`src/osc_ctl_cfg.svh`:
```
// offsets, field positions, reset values and timing counts of the oscillator control block
// assumes inclusion by bare name from the package and the modules
`ifndef OSC_CTL_CFG_SVH
`define OSC_CTL_CFG_SVH

// ************************************************************
// register offsets (word index on the plain port)
// ************************************************************
`define OFS_OSC_CONTROL 4'h0
`define OFS_CLOCK_DIVIDER 4'h1
`define OFS_FAST_RC_TRIM 4'h2
`define OFS_IRQ_STATUS 4'h3
`define OFS_IRQ_MASK 4'h4

// ************************************************************
// oscillator control field positions
// ************************************************************
`define CUR_SRC_LSB 12
`define REQ_SRC_LSB 8
`define FREEZE_BIT 7
`define LOCK_BIT 5
`define FAIL_BIT 3
`define SECONDARY_OSC_DRIVE_BIT 2
`define SECONDARY_OSC_ENABLE_BIT 1
`define SWITCH_REQ_BIT 0

// ************************************************************
// reset values and widths
// ************************************************************
`define CLOCK_DIVIDER_RESET 16'h3100
`define FAST_RC_TRIM_RESET 6'h00
`define FAST_RC_TRIM_WIDTH 6
`define IRQ_BITS 3

// ************************************************************
// timing: oscillator settle before a switch completes
// ************************************************************
`define SETTLE_TIME_NS 256
`define CLK_PERIOD_NS 4
`define SETTLE_CYCLES ((`SETTLE_TIME_NS + `CLK_PERIOD_NS - 1) / `CLK_PERIOD_NS)

`endif

```
`src/osc_ctl_pkg.sv`:
```
// types shared by the oscillator control modules
// assumes the cfg header sits on the include path
package osc_ctl_pkg;
  `include "osc_ctl_cfg.svh"

  // ************************************************************
  // clock source encoding
  // ************************************************************
  typedef enum logic [2:0] {
    SRC_FAST_RC = 3'h0, // 8 MHz fast rc
    SRC_FAST_RC_MULT = 3'h1, // fast rc, postscaler and pll
    SRC_PRIMARY = 3'h2, // primary oscillator
    SRC_PRIMARY_PLL = 3'h3, // primary with pll
    SRC_SECONDARY = 3'h4, // secondary oscillator
    SRC_LOW_POWER_RC = 3'h5, // low-power rc
    SRC_SLOW_FAST_RC_DIV = 3'h6, // 500 kHz fast rc with postscaler
    SRC_FAST_RC_DIV = 3'h7 // 8 MHz fast rc with postscaler
  } clk_src_type;

  // switch sequencer states
  typedef enum logic [1:0] {
    SW_IDLE,
    SW_SETTLE,
    SW_COMMIT
  } switch_state_type;

  // pll mode test
  function automatic logic src_uses_pll(input clk_src_type s);
    src_uses_pll = (s == SRC_FAST_RC_MULT) || (s == SRC_PRIMARY_PLL);
  endfunction : src_uses_pll
endpackage : osc_ctl_pkg

```
`src/osc_switch_if.sv`:
```
// carrier between the register front and the switch sequencer
// assumes both ends run on the one system clock
`timescale 1ns/1ps
interface osc_switch_if;
  import osc_ctl_pkg::*;
  logic start; // one-cycle request to switch
  clk_src_type target; // requested source
  logic busy; // sequence in progress
  logic done; // one-cycle completion pulse
  modport ctl (output start, output target, input busy, input done);
  modport seq (input start, input target, output busy, output done);
endinterface : osc_switch_if

```
`src/osc_lock_sync.sv`:
```
// two-flop synchroniser for the asynchronous oscillator status inputs
// assumes the inputs are slow levels
`timescale 1ns/1ps
module osc_lock_sync #(
  parameter int WIDTH = 2
) (
  input wire logic i_clk,
  input wire logic i_sys_rst,
  input wire logic [WIDTH-1:0] i_async,
  output logic [WIDTH-1:0] o_sync
);
  // ************************************************************
  // state
  // ************************************************************
  typedef struct packed {
    logic [WIDTH-1:0] meta; // first stage, read only by second
    logic [WIDTH-1:0] sync;
  } sync_state_type;

  sync_state_type s_q, s_d;

  // shift chain
  always_comb begin
    s_d.meta = i_async;
    s_d.sync = s_q.meta;
  end

  // stages
  always_ff @(posedge i_clk or posedge i_sys_rst) begin
    if (i_sys_rst) begin
      s_q <= '0;
    end else begin
      s_q <= s_d;
    end
  end

  assign o_sync = s_q.sync;
endmodule : osc_lock_sync

```
`src/osc_select_ctl.sv`:
```
// oscillator select control: control, divider and trim registers plus switch flow
// assumes a plain register port on the system clock, status pins from the analog side
`timescale 1ns/1ps
`include "osc_ctl_cfg.svh"
module osc_select_ctl
  import osc_ctl_pkg::*;
#(
  parameter int SETTLE = `SETTLE_CYCLES
) (
  input wire logic i_clk,
  input wire logic i_sys_rst,
  input wire logic [3:0] i_addr,
  input wire logic [15:0] i_wdata,
  input wire logic i_wr,
  input wire logic i_rd,
  input wire logic [2:0] i_boot_source_config,
  input wire logic i_pll_locked,
  input wire logic i_clock_fail,
  input wire logic i_secondary_osc_source,
  input wire logic i_freeze_hw_set,
  input wire logic i_freeze_hw_clr,
  output logic [15:0] o_rdata,
  output logic o_irq,
  output logic [2:0] o_clk_mux_sel,
  output logic o_secondary_osc_run,
  output logic o_secondary_osc_high_drive,
  output logic [15:0] o_clock_divider_reg,
  output logic [5:0] o_fast_rc_trim_reg
);
  // ************************************************************
  // state
  // ************************************************************
  typedef struct packed {
    logic boot_done; // boot source captured after reset release
    clk_src_type current_source_sel; // source driving the system clock
    clk_src_type requested_source_sel; // target of next switch
    logic switch_freeze; // blocks further switches
    logic pll_lock; // lock status as seen by software
    logic clock_fail_flag; // sticky failure flag
    logic secondary_osc_drive; // high drive for crystal
    logic secondary_osc_enable; // keep secondary running
    logic high_drive; // drive as applied, only with a crystal
    logic switch_request; // switch in progress
    logic switch_pending; // start pulse still to issue
    logic [15:0] clock_divider_reg; // doze and postscaler
    logic [5:0] fast_rc_trim_reg; // signed fast rc trim
    logic [2:0] irq_status; // sticky: done, fail, lock lost
    logic [2:0] irq_mask; // enables for irq_status
    logic irq; // registered interrupt level
    logic lock_prev; // last synchronised lock value
    logic [15:0] rdata; // read data register
  } ctl_state_type;

  ctl_state_type s_q, s_d;

  logic [2:0] status_sync; // synchronised lock, fail and secondary source
  logic [15:0] ctl_view; // control register as read
  logic [2:0] irq_events; // this cycle's events

  osc_switch_if sw ();

  // ************************************************************
  // submodules
  // ************************************************************
  // asynchronous analog status must pass two flops
  osc_lock_sync #(
    .WIDTH(3)
  ) u_sync (
    .i_clk(i_clk),
    .i_sys_rst(i_sys_rst),
    .i_async({i_secondary_osc_source, i_clock_fail, i_pll_locked}),
    .o_sync(status_sync)
  );

  // settle timer for the mux changeover
  osc_switch_seq #(
    .SETTLE(SETTLE)
  ) u_seq (
    .i_clk(i_clk),
    .i_sys_rst(i_sys_rst),
    .sw(sw)
  );

  assign sw.start = s_q.switch_pending;
  assign sw.target = s_q.requested_source_sel;

  // ************************************************************
  // control register view
  // ************************************************************
  // bits 15, 11, 6, 4 are tied to zero
  always_comb begin
    ctl_view = 16'h0000;
    ctl_view[`CUR_SRC_LSB +: 3] = s_q.current_source_sel;
    ctl_view[`REQ_SRC_LSB +: 3] = s_q.requested_source_sel;
    ctl_view[`FREEZE_BIT] = s_q.switch_freeze;
    ctl_view[`LOCK_BIT] = s_q.pll_lock;
    ctl_view[`FAIL_BIT] = s_q.clock_fail_flag;
    ctl_view[`SECONDARY_OSC_DRIVE_BIT] = s_q.secondary_osc_drive;
    ctl_view[`SECONDARY_OSC_ENABLE_BIT] = s_q.secondary_osc_enable;
    ctl_view[`SWITCH_REQ_BIT] = s_q.switch_request;
  end

  // ************************************************************
  // next-state logic
  // ************************************************************
  always_comb begin
    s_d = s_q;
    s_d.switch_pending = 1'b0;
    irq_events = 3'h0;

    // boot source taken at the first edge after reset release
    if (!s_q.boot_done) begin
      s_d.boot_done = 1'b1;
      s_d.requested_source_sel = clk_src_type'(i_boot_source_config);
      s_d.current_source_sel = clk_src_type'(i_boot_source_config);
    end

    // hardware clear first, so any set in the same cycle wins
    if (i_freeze_hw_clr) begin
      s_d.switch_freeze = 1'b0;
    end

    // software writes
    if (i_wr) begin
      case (i_addr)
        `OFS_OSC_CONTROL: begin
          s_d.requested_source_sel = clk_src_type'(i_wdata[`REQ_SRC_LSB +: 3]);
          if (i_wdata[`FREEZE_BIT]) begin
            s_d.switch_freeze = 1'b1; // software may only set
          end
          if (!i_wdata[`FAIL_BIT]) begin
            s_d.clock_fail_flag = 1'b0; // software may only clear
          end
          s_d.secondary_osc_drive = i_wdata[`SECONDARY_OSC_DRIVE_BIT];
          s_d.secondary_osc_enable = i_wdata[`SECONDARY_OSC_ENABLE_BIT];
          // start a switch unless frozen or one is running
          if (i_wdata[`SWITCH_REQ_BIT] && !s_q.switch_request && !s_q.switch_freeze && !sw.busy) begin
            s_d.switch_request = 1'b1;
            s_d.switch_pending = 1'b1;
          end
        end
        `OFS_CLOCK_DIVIDER: begin
          s_d.clock_divider_reg = i_wdata;
        end
        `OFS_FAST_RC_TRIM: begin
          s_d.fast_rc_trim_reg = i_wdata[`FAST_RC_TRIM_WIDTH-1:0];
        end
        `OFS_IRQ_MASK: begin
          s_d.irq_mask = i_wdata[`IRQ_BITS-1:0];
        end
        default: begin
          // unmapped or read-only: write ignored
        end
      endcase
    end

    // hardware set of the freeze bit, after every clear
    if (i_freeze_hw_set) begin
      s_d.switch_freeze = 1'b1;
    end

    // failure detect wins over a software clear
    if (status_sync[1]) begin
      s_d.clock_fail_flag = 1'b1;
      irq_events[1] = !s_q.clock_fail_flag;
    end

    // switch completion updates the current source
    if (sw.done) begin
      s_d.current_source_sel = s_q.requested_source_sel;
      s_d.switch_request = 1'b0;
      irq_events[0] = 1'b1;
    end

    // lock follows pll only in pll modes, held low while switching
    if (s_q.switch_request || !src_uses_pll(s_q.current_source_sel)) begin
      s_d.pll_lock = 1'b0;
    end else begin
      s_d.pll_lock = status_sync[0];
    end
    s_d.lock_prev = status_sync[0];
    // drive reaches the pin only with a crystal; a digital input ignores it
    s_d.high_drive = s_d.secondary_osc_drive && status_sync[2];
    irq_events[2] = s_q.lock_prev && !status_sync[0] && src_uses_pll(s_q.current_source_sel);

    // read data, one cycle after the strobe
    s_d.rdata = 16'h0000;
    if (i_rd) begin
      case (i_addr)
        `OFS_OSC_CONTROL: s_d.rdata = ctl_view;
        `OFS_CLOCK_DIVIDER: s_d.rdata = s_q.clock_divider_reg;
        `OFS_FAST_RC_TRIM: s_d.rdata = {10'h000, s_q.fast_rc_trim_reg};
        `OFS_IRQ_STATUS: s_d.rdata = {13'h0000, s_q.irq_status};
        `OFS_IRQ_MASK: s_d.rdata = {13'h0000, s_q.irq_mask};
        default: s_d.rdata = 16'h0000; // unmapped reads zero
      endcase
    end

    // sticky status: read clears, a same-cycle event survives
    if (i_rd && i_addr == `OFS_IRQ_STATUS) begin
      s_d.irq_status = irq_events;
    end else begin
      s_d.irq_status = s_q.irq_status | irq_events;
    end
    s_d.irq = |(s_d.irq_status & s_d.irq_mask);
  end

  // ************************************************************
  // state register
  // ************************************************************
  always_ff @(posedge i_clk or posedge i_sys_rst) begin
    if (i_sys_rst) begin
      s_q <= '{
        boot_done: 1'b0,
        current_source_sel: SRC_FAST_RC,
        requested_source_sel: SRC_FAST_RC,
        switch_freeze: 1'b0,
        pll_lock: 1'b0,
        clock_fail_flag: 1'b0,
        secondary_osc_drive: 1'b0,
        secondary_osc_enable: 1'b0,
        high_drive: 1'b0,
        switch_request: 1'b0,
        switch_pending: 1'b0,
        clock_divider_reg: `CLOCK_DIVIDER_RESET,
        fast_rc_trim_reg: `FAST_RC_TRIM_RESET,
        irq_status: 3'h0,
        irq_mask: 3'h0,
        irq: 1'b0,
        lock_prev: 1'b0,
        rdata: 16'h0000
      };
    end else begin
      s_q <= s_d;
    end
  end

  // ************************************************************
  // outputs, all from flops
  // ************************************************************
  assign o_rdata = s_q.rdata;
  assign o_irq = s_q.irq;
  assign o_clk_mux_sel = s_q.current_source_sel;
  // kept running while enabled; selection itself goes through the mux
  assign o_secondary_osc_run = s_q.secondary_osc_enable;
  // drive is inert with a digital clock input
  assign o_secondary_osc_high_drive = s_q.high_drive;
  assign o_clock_divider_reg = s_q.clock_divider_reg;
  assign o_fast_rc_trim_reg = s_q.fast_rc_trim_reg;
endmodule : osc_select_ctl

```
`src/osc_switch_seq.sv`:
```
// switch sequencer: waits for the new source to settle, then reports done
// assumes the settle count fits the counter width
`timescale 1ns/1ps
`include "osc_ctl_cfg.svh"
module osc_switch_seq
  import osc_ctl_pkg::*;
#(
  parameter int SETTLE = `SETTLE_CYCLES
) (
  input wire logic i_clk,
  input wire logic i_sys_rst,
  osc_switch_if.seq sw
);
  // ************************************************************
  // state
  // ************************************************************
  typedef struct packed {
    switch_state_type st;
    logic [15:0] cnt;
    logic busy;
    logic done;
  } seq_state_type;

  seq_state_type s_q, s_d;

  // next-state logic
  always_comb begin
    s_d = s_q;
    s_d.done = 1'b0;
    case (s_q.st)
      SW_IDLE: begin
        if (sw.start) begin // begin waiting on the new source
          s_d.st = SW_SETTLE;
          s_d.cnt = 16'(SETTLE);
          s_d.busy = 1'b1;
        end
      end
      SW_SETTLE: begin
        if (s_q.cnt <= 16'h0001) begin
          s_d.st = SW_COMMIT;
        end else begin
          s_d.cnt = s_q.cnt - 16'h0001;
        end
      end
      SW_COMMIT: begin // settle over; done pulses next, and the mux changes over when done is seen
        s_d.st = SW_IDLE;
        s_d.busy = 1'b0;
        s_d.done = 1'b1;
      end
      default: begin
        s_d.st = SW_IDLE;
      end
    endcase
  end

  // state register
  always_ff @(posedge i_clk or posedge i_sys_rst) begin
    if (i_sys_rst) begin
      s_q <= '{st: SW_IDLE, cnt: 16'h0000, busy: 1'b0, done: 1'b0};
    end else begin
      s_q <= s_d;
    end
  end

  assign sw.busy = s_q.busy;
  assign sw.done = s_q.done;
endmodule : osc_switch_seq

```
`config.mk`:
```
export PLATFORM = sky130hd
export DESIGN_NAME = osc_select_ctl
export DESIGN_NICKNAME = d
export VERILOG_FILES = /design/src/osc_ctl_pkg.sv /design/src/osc_switch_if.sv /design/src/osc_lock_sync.sv /design/src/osc_select_ctl.sv /design/src/osc_switch_seq.sv
export VERILOG_INCLUDE_DIRS = /design/src /design/src/src
export SDC_FILE = /design/constraint.sdc
export NUM_CORES = 1
export LEC_CHECK = 0
export BUFFER_PORTS_ARGS = -buffer_cell sky130_fd_sc_hd__buf_2
export CAP_MARGIN = 10
export CORE_MARGIN = 8
export CORE_UTILIZATION = 45
export DETAILED_ROUTE_END_ITERATION = 8
export GPL_TIMING_DRIVEN = 0
export PLACE_DENSITY = 0.64
export RECOVER_POWER = 50
export SLEW_MARGIN = 40
export SYNTH_ARGS = -nofsm -noshare
export SYNTH_HDL_FRONTEND = slang
export SYNTH_HIERARCHICAL = 1
export SYNTH_SLANG_ARGS = --single-unit
```
`constraint.sdc`:
```
create_clock -name i_clk -period 6.29 [get_ports i_clk]
set_input_delay 1.5725 -clock i_clk [delete_from_list [all_inputs] [get_ports i_clk]]
set_output_delay 1.5725 -clock i_clk [all_outputs]
set_load 0.01 [all_outputs]
```
==> out/metrics.yaml, run 1 <==
rows: 34
multiInputGateArea_sq_mm: 0.00148
cts_buffers: 9
drive_gt1_share_pct: 40.8
crit_slowest_cell: "clkbuf_1"
final_nets: 482
mostFrequentLayoutCell: "dfrtp_1"
crit_buf_inv: 3
via_per_inst: 5.13
wl_mm: 8.84
gr-usage-all-layers_pct: 14.9
endpoint: "o_clk_mux_sel[0]"
tightest_slew_ns: 1.87
clk_pin_slew_ns: 0.09
vias: 2880
cp_top_family: "buffers and inverters"
final_max_slew_viol_count: 36
synth_mux_area_share_pct: 12.6
die_x_microns: 111
gp_congestion: 0.804
portBuffers: 74
syn_avg_cell_area_sq_um: 11.3
ff2ff_path_depth: 5
period_needed_ns: 3.72
core_region_area_sq_mm: 0.00876
crit_required_ns: 6.39
cp_common_cell: "clkbuf_1"
dpl.hpwl_mm: 6.57
synth.largest_area_cell: "dfrtp_1"
stdcell_count: 561
peakVddDrop_uv: 144
cp_max_fo: 35
finalSetupViolations: 0
setup_tns_ns: 0
post_cts_buffers: 0
end_kind: "asynchronous set/reset pin"
synthesis.area_sq_mm: 0.00409
max_freq_mhz: 269
synth_top_family_by_area: "simple AND/OR/NAND/NOR gates"
fin_crit_sh_pct: 59.1
whs_ns: 0.355
place_ws_ns: 3.19
synth_top_area_share_pct: 51.4
critPathArrivalTime_ns: 3.82
diodes: 0
synth_fp_nets: 396
yosys.area_share.simple_pct: 14.5
cpPeakStageDelay_ns: 1.41
drt_pass1_iterations: 6
ys_types: 51
r2r_slack_ns: 4.00
power.density_mw_per_mm2: 276
crit_chain: "clkbuf_1, clkinvlp_2, clkbuf_1"
cts-root-buf: "clkbuf_8"
r2r_end: "u_seq/s_q[11]"
ys.warnings.count: 6
synth_xor_area_share_pct: 0
final_cell_mix: "dfrtp_1, buf_2, buf_4, mux2_2, nor2_1"
synth_flop_cell: "dfrtp_1"
antenna_found_initial: 0
criticalPathCategory: "primary input to asynchronous set/reset pin"
cp-start-kind: "primary input"
rsz0062_at_grt: "no"
die_area_sq_mm: 0.0124
grt_pass1_vias: 3098
ant_nets: 0
dp.cells: 545
cts_sinks: 87
holdBufCountCts: 0
final-seq-area_sq_mm: 0.00218
grt_max_degree: 36
start_util_pct: 46.6
ys_async_sr_fraction_pct: 100
skew_ns: 0.00849
area_growth_syn_to_layout_pct: 17.6
status: "complete, but fails checks"
clockBufferDepth: 2
cts-resized-gates: 0
grt-ovfl-total: 0
synthCells: 362
hp-class: "register to register"
grt_pass1_wl_mm: 15.2
io_pins: 76
wl_per_cell_microns: 15.8
synth-compound-area-share_pct: 8.79
n_fill_cell: 780
crit_cells: 3
synthTopCellsByArea: "dfrtp_1, mux2_2, buf_4"
setup_ws_ns: 2.57
leakage_nw: 2.50
synth-adder-area-share_pct: 0.612
utilization_pct: 54.8
drv_cap: 1
r2r-start: "u_seq/s_q[2]"
critical_path.startpoint: "i_sys_rst"
htree_levels: 3
clk_latency_ns: 0.35
synth_edf_count: 0
largest_register_ffs: 18
slew_headroom_pct: -24.8
ys_seq_area_share_pct: 53.4
fp.dieH_microns: 111
violations: "max-capacitance violations, max-slew violations"
drc: 0
cts_tree: "done"
drt_first_iter_violations: 91
yosys_register_bits: 87
hold_violations: 0
[per-layer routing]
layer  track usage [%]  vias up  share of wire, %
met1              19.2     1404                46
met2              23.1       66                47
met4              5.51        0               1.3
met5                 0        -                 0
met3              4.22       10               5.9
li1                  -     1400                 -
[worst register-to-register path: cells and delay by family (launching register included)]
kind	cells	cell delay (ns)
compound gates	1	0.16
simple gates	3	1.45
buf+inv	1	0.18
flops	1	0.43
[cell usage after synthesis (4+ instances only)]
cell type,instances
mux2i_1,16
a22oi_1,4
nand2_1,19
buf_4,43
dfrtp_1,84
a22o_1,4
a21oi_1,16
or3_1,7
or2_2,7
mux2_2,30
inv_1,11
buf_2,5
nor2_1,23
or4_1,6
o21ai_0,20
clkbuf_1,5
nor2b_1,4
[logic make-up after synthesis]
logic type / after synthesis
muxes: 47
AOI/OAI and AO/OA: 58
and+or+nand+nor: 102
other: 1
DFF: 87
adders and majority gates: 2
buffers and inverters: 65
[metrics by stage]
stage                     cell area (sq um)  total power [W]
after global routing                   4800          0.00139
after CTS                              4840          0.00135
after detailed placement               4620         0.000913
after floorplan                        4090         0.000823
after global placement                 4590         0.000904
final                                  4800          0.00132
[worst min path at each step]
stage               cells past startpoint  slack (ns)           from               end
global route                            0        0.37  u_sync/s_d[2]  u_sync/o_sync[2]
global placement                        0        0.33  u_sync/s_d[2]  u_sync/o_sync[2]
floorplan                               0        0.33  u_sync/s_d[0]  u_sync/o_sync[0]
CTS                                     0        0.36  u_sync/s_d[0]  u_sync/o_sync[0]
finish                                  0        0.35  u_sync/s_d[2]  u_sync/o_sync[2]
detailed placement                      0        0.34  u_sync/s_d[0]  u_sync/o_sync[0]
[cell type report]
cell class | count | share of cell area, %
Sequential cell | 87 | 45.4
Multi-Input combinational cell | 210 | 30.9
Timing Repair Buffer | 75 | 7.73
Buffer | 54 | 7.71
Tap cell | 108 | 2.81
Clock buffer | 10 | 2.66
Clock inverter | 6 | 1.93
Inverter | 11 | 0.885
[where the power goes]
group | switching, W | leakage (nW) | total (W) | internal [W]
sequential | 0.0000387 | 1.11 | 0.000657 | 0.000618
combinational | 0.000102 | 1.28 | 0.000238 | 0.000136
clock | 0.000202 | 0.109 | 0.000429 | 0.000228
total | 0.000342 | 2.50 | 0.00132 | 0.000982
Note: power is estimated with default switching activity, not from simulation.
==> inputs of run 2 (changes only) <==
==> constraint.sdc (replaced) <==
create_clock -name i_clk -period 3.46 [get_ports i_clk]
set_input_delay 0.865 -clock i_clk [delete_from_list [all_inputs] [get_ports i_clk]]
set_output_delay 0.865 -clock i_clk [all_outputs]
set_load 0.01 [all_outputs]
==> run 2 against run 1 <==
The flow now finishes without violations. Worst hold slack barely moved. Total power increased by 82%. Clock power up 82%. Sequential share of layout area is 0.13 points lower. Sequential cell count stayed put. Global-route usage unchanged. Via count grew 0.17%. Routed wire length fell by 0.38%. Die area did not move. Critical path depth rose by 2. Final cell count unchanged. Largest cell class unchanged. Largest power group unchanged.
==> out/metrics.yaml, run 2 (synthesis results as in run 1) <==
grt_max_degree: 36  # unchanged
n_fill_cell: 780  # unchanged
final_max_slew_viol_count: 0  # -100%
dpl.hpwl_mm: 6.57  # unchanged
tightest_slew_ns: 1.22  # -0.657 ns
drt_first_iter_violations: 98  # +7.7%
leakage_nw: 2.51  # +0.15%
cp_common_cell: "buf_2"
cp-start-kind: "primary input"
rows: 34  # unchanged
r2r_slack_ns: 1.17  # -2.83 ns
crit_chain: "buf_2, nor3_1, and3b_2, buf_2, mux2_2"
post_cts_buffers: 0  # unchanged
wl_per_cell_microns: 15.7  # -0.38%
hold_depth: 0  # unchanged
io_pins: 76  # unchanged
r2r_end: "u_seq/s_q[11]"
cts_buffers: 9  # unchanged
cts-resized-gates: 0  # unchanged
period_needed_ns: 2.37
via_per_inst: 5.14  # +0.17%
drive_gt1_share_pct: 40.6  # -0.22 points
area_growth_syn_to_layout_pct: 17.9
ff2ff_path_depth: 5  # unchanged
core_region_area_sq_mm: 0.00876  # unchanged
whs_ns: 0.355  # -0.0000410 ns
drt_pass1_iterations: 4  # -2
cts_tree: "done"
max_freq_mhz: 422
drc: 0  # unchanged
ant_nets: 0  # unchanged
gp_congestion: 0.804  # unchanged
largest_register_ffs: 18  # unchanged
skew_ns: 0.00774  # -0.000760 ns
clockBufferDepth: 2  # unchanged
hp-class: "register to register"
rsz0062_at_grt: "no"
fp.dieH_microns: 111  # unchanged
clk_pin_slew_ns: 0.09  # about the same
peakVddDrop_uv: 262  # +82%
hold_violations: 0  # unchanged
finalSetupViolations: 0  # unchanged
final_cell_mix: "dfrtp_1, buf_2, buf_4, mux2_2, nor2_1"
grt_pass1_vias: 3098  # unchanged
wl_mm: 8.81  # -0.38%
die_area_sq_mm: 0.0124  # unchanged
cp_max_fo: 10  # -71%
status: "finished, final reports clean"
critPathArrivalTime_ns: 2.61  # -1.21 ns
die_x_microns: 111  # unchanged
power.density_mw_per_mm2: 500  # +81%
setup_tns_ns: 0  # unchanged
crit_buf_inv: 2  # -1
grt_pass1_wl_mm: 15.2  # unchanged
start_util_pct: 46.6  # unchanged
crit_slowest_cell: "nor3_1"
antenna_found_initial: 0  # unchanged
criticalPathCategory: "primary input to register"
min_from: "u_sync/s_d[0]"
vias: 2885  # +0.17%
drv_cap: 0  # -1
mostFrequentLayoutCell: "dfrtp_1"
htree_levels: 3  # unchanged
gr-usage-all-layers_pct: 14.9  # unchanged
end_kind: "register"
grt-ovfl-total: 0  # unchanged
min_to: "u_sync/o_sync[0]"
cp_top_family: "simple AND/OR/NAND/NOR gates"
cts-root-buf: "clkbuf_8"
diodes: 0  # unchanged
r2r-start: "u_seq/s_q[2]"
final_nets: 482  # unchanged
cts_sinks: 87  # unchanged
fin_crit_sh_pct: 68.5
clk_latency_ns: 0.35  # about the same
crit_required_ns: 3.70  # -2.69 ns
holdBufCountCts: 0  # unchanged
cpPeakStageDelay_ns: 0.68  # -0.73 ns
slew_headroom_pct: 18.5  # +43 points
portBuffers: 74  # unchanged
run 2: cell types whose count changed in the layout (fill, tap and decap cells not counted), sizes merged:
cell / before / now
buf: 119 / 120
clkbuf: 20 / 19
run 2: layer usage:
metal  global-route usage [%]  vias up  routed length (microns)
met2                     23.1       79                     4110
met1                     19.2     1394                     4010
li1                         -     1401                        -
met5                        0        -                        0
met4                     5.51        0                      130
met3                     4.22       11                      549
run 2: report_power, final:
part	leakage, nW	switching, W	internal, W	total, W
clock	0.109	0.000369	0.000414	0.000782
sequential	1.11	0.0000703	0.00112	0.00119
combinational	1.29	0.000186	0.000247	0.000433
total	2.51	0.000625	0.00178	0.00241
run 2: worst max path at each step:
stage / start / endpoint / cells after the start
after floorplan: i_sys_rst / ctl_view[0] / 1
after global placement: i_sys_rst / o_rdata[13] / 2
after detailed placement: i_addr[3] / o_clock_divider_reg[9] / 5
after CTS: u_seq/s_q[2] / u_seq/s_q[11] / 5
after global routing: i_addr[3] / o_secondary_osc_run / 5
final: i_addr[3] / o_secondary_osc_run / 5
run 2: metrics by stage:
stage | area, sq um | total power (W) | cells | setup WS (ns) | util (%)
after floorplan | 4090 | 0.00150 | 362 | 1.09 | -
after global placement | 4590 | 0.00164 | 544 | 0.261 | 52.4
after detailed placement | 4620 | 0.00166 | 545 | 1.06 | 52.7
after CTS | 4840 | 0.00245 | 561 | 1.16 | 55.2
after global routing | 4820 | 0.00253 | 561 | 0.964 | 55.0
final | 4820 | 0.00241 | 561 | 1.09 | 55.0
run 2: area by class of cell:
class	instances	area [sq um]	share of cell area, %
flip-flops and latches	87	2180	45.3
plain buffers	54	370	7.69
inverters	11	42.5	0.883
well taps	108	135	2.80
clock inverters	6	92.6	1.92
clock buffers	10	128	2.65
multi-input cells	210	1480	30.7
repair buffers	75	388	8.05
run 2: worst reg2reg max path: stages (launching register included):
cell,delay [ns]
dfrtp_1,0.43
or4b_1,0.52
clkbuf_2,0.18
nor3_1,0.32
or4b_2,0.61
a21oi_1,0.16
==> inputs of run 3 (changes only) <==
--- a/config.mk
+++ b/config.mk
@@ -12,7 +12,7 @@
 export CORE_UTILIZATION = 45
 export DETAILED_ROUTE_END_ITERATION = 8
 export GPL_TIMING_DRIVEN = 0
-export PLACE_DENSITY = 0.64
+export PLACE_DENSITY = 0.66
 export RECOVER_POWER = 50
 export SLEW_MARGIN = 40
 export SYNTH_ARGS = -nofsm -noshare
==> constraint.sdc (replaced) <==
create_clock -name i_clk -period 2.05 [get_ports i_clk]
set_input_delay 0.5125 -clock i_clk [delete_from_list [all_inputs] [get_ports i_clk]]
set_output_delay 0.5125 -clock i_clk [all_outputs]
set_load 0.01 [all_outputs]
==> run 3 against run 2 <==
The flow now finishes with violations (negative setup slack). Clock-buffer cell count is the same. Clock skew is 0.0053 ns higher. Register-to-register slack worse by 1.3 ns. Total power increased by 65%.
==> out/metrics.yaml, run 3 (synthesis results as in run 1) <==
core_region_area_sq_mm: 0.00876  # unchanged
ff2ff_path_depth: 4  # -1
drt_first_iter_violations: 84  # -14%
peakVddDrop_uv: 348  # +33%
drt_pass1_iterations: 4  # unchanged
mostFrequentLayoutCell: "dfrtp_1"
n_fill_cell: 764  # -2.1%
drv_cap: 0  # unchanged
fin_crit_sh_pct: 104
status: "complete, but fails checks"
crit_required_ns: 2.32  # -1.38 ns
dpl.hpwl_mm: 6.48  # -1.4%
ant_nets: 0  # unchanged
drive_gt1_share_pct: 43.2  # +2.6 points
rows: 34  # unchanged
hp-class: "primary input to asynchronous set/reset pin"
grt_max_degree: 39  # +8.3%
leakage_nw: 2.54  # +1.2%
io_pins: 76  # unchanged
grt_pass1_wl_mm: 14.6  # -4.1%
criticalPathCategory: "register to register"
dpl_cell_area_sq_mm: 0.00463  # +0.16%
final_area_sq_mm: 0.00486  # +0.88%
finalSetupViolations: 2  # +2
crit_slowest_cell: "or4_4"
period_needed_ns: 2.13
critPathArrivalTime_ns: 2.40  # -0.21 ns
start_util_pct: 46.6  # unchanged
drc: 0  # unchanged
diodes: 0  # unchanged
violations: "negative setup slack"
cts-root-buf: "clkbuf_8"
die_area_sq_mm: 0.0124  # unchanged
cpPeakStageDelay_ns: 0.57  # -0.11 ns
wl_mm: 8.72  # -1.0%
largest_register_ffs: 18  # unchanged
area_growth_syn_to_layout_pct: 19.0
clk_pin_slew_ns: 0.09  # about the same
final_nets: 485  # +0.62%
stdcell_count: 564  # +0.53%
gp_congestion: 0.796  # -1.1%
slew_headroom_pct: 4.53  # -14 points
max_freq_mhz: 469
rsz0062_at_grt: "yes"
crit_chain: "or4_4, or4_4, or4_1, a21oi_1"
r2r_end: "u_seq/s_q[15]"
portBuffers: 74  # unchanged
fp.dieH_microns: 111  # unchanged
cts_buffers: 9  # unchanged
cp-start-kind: "register"
tightest_slew_ns: 1.43  # +0.215 ns
place_ws_ns: -0.201  # -1.27 ns
end_kind: "register"
cts_tree: "done"
die_x_microns: 111  # unchanged
wl_per_cell_microns: 15.5  # -1.5%
cts_sinks: 87  # unchanged
vias: 2878  # -0.24%
cp_common_cell: "or4_4"
antenna_found_initial: 0  # unchanged
htree_levels: 3  # unchanged
hold_violations: 0  # unchanged
dp.cells: 545  # unchanged
gr-usage-all-layers_pct: 14.2  # -0.63 points
grt_pass1_vias: 2902  # -6.3%
setup_ws_ns: -0.0816  # -1.17 ns
grt-ovfl-total: 0  # unchanged
final_max_slew_viol_count: 0  # unchanged
skew_ns: 0.0130  # +0.00526 ns
power.density_mw_per_mm2: 816  # +63%
final_cell_mix: "dfrtp_1, buf_2, buf_4, mux2_2, nor2_1"
clk_latency_ns: 0.34  # about the same
clockBufferDepth: 2  # unchanged
utilization_pct: 55.5  # +0.49 points
r2r_slack_ns: -0.08  # -1.25 ns
cp_max_fo: 6  # -4
r2r-start: "u_seq/s_q[7]"
via_per_inst: 5.10  # -0.77%
[run 3: cell count changes in the layout (fill, tap and decap cells not counted), sizes merged]
| cell | change |
|---|---|
| buf | +3 |
| clkinv | +2 |
| bufinv | -1 |
| clkinvlp | -1 |
[run 3: critical path, delay by kind of cell, from the launching register on]
family	cells	cell delay [ns]
simple gates	3	1.52
flops	1	0.40
compound gates	1	0.14
[run 3: worst max-delay path by stage]
stage                       startpoint       endpoint  slack [ns]  cells after the start
after detailed placement  u_seq/s_q[2]  u_seq/s_q[11]       -0.20                      5
after global placement       i_sys_rst    o_rdata[13]       -0.81                      2
after CTS                 u_seq/s_q[5]  u_seq/s_q[15]       -0.09                      4
final                     u_seq/s_q[7]  u_seq/s_q[15]       -0.08                      4
after floorplan           u_seq/s_q[2]  u_seq/s_q[15]      -0.003                      5
after global routing      u_seq/s_q[5]  u_seq/s_q[15]       -0.14                      4
[run 3: layer usage]
| metal | global-route usage [%] | vias up | wire (microns) |
|---|---|---|---|
| met5 | 0 | - | 0 |
| met4 | 4.27 | 0 | 77 |
| met2 | 22.2 | 76 | 3970 |
| met3 | 4.00 | 9 | 543 |
| li1 | - | 1400 | - |
| met1 | 18.7 | 1393 | 4130 |
[run 3: what timing repair did]
| action | 4_1_cts | 5_1_grt |
|---|---|---|
| hold endpoints to repair | 0 | 0 |
| pin swaps | 1 | 1 |
| setup buffers | 5 | 0 |
| gates resized for setup | 6 | 5 |
| hold buffers | 0 | 0 |
| endpoints found under the setup margin | 11 | 10 |
[run 3: cell type report]
type | instances | area [sq um] | area share [%]
multi-input combinational | 210 | 1520 | 31.2
inverter | 11 | 41.3 | 0.849
tap | 108 | 135 | 2.78
sequential | 87 | 2180 | 44.9
timing repair buffer | 80 | 409 | 8.42
clock inverter | 6 | 68.8 | 1.42
clock buffer | 10 | 138 | 2.83
buffer | 52 | 372 | 7.64
[run 3: where the power goes]
part / internal, W / switching (W)
combinational: 0.000417 / 0.000308
clock: 0.000603 / 0.000622
sequential: 0.00190 / 0.000118
[run 3: through the flow]
step / power, W / hold WS, ns / TNS (ns)
after CTS: 0.00403 / 0.0989 / -0.183
after global placement: 0.00277 / 0.335 / -48.23
final: 0.00397 / 0.0865 / -0.113
after global routing: 0.00417 / 0.101 / -1.98
after detailed placement: 0.00280 / 0.339 / -0.814
after floorplan: 0.00253 / 0.303 / -0.00323
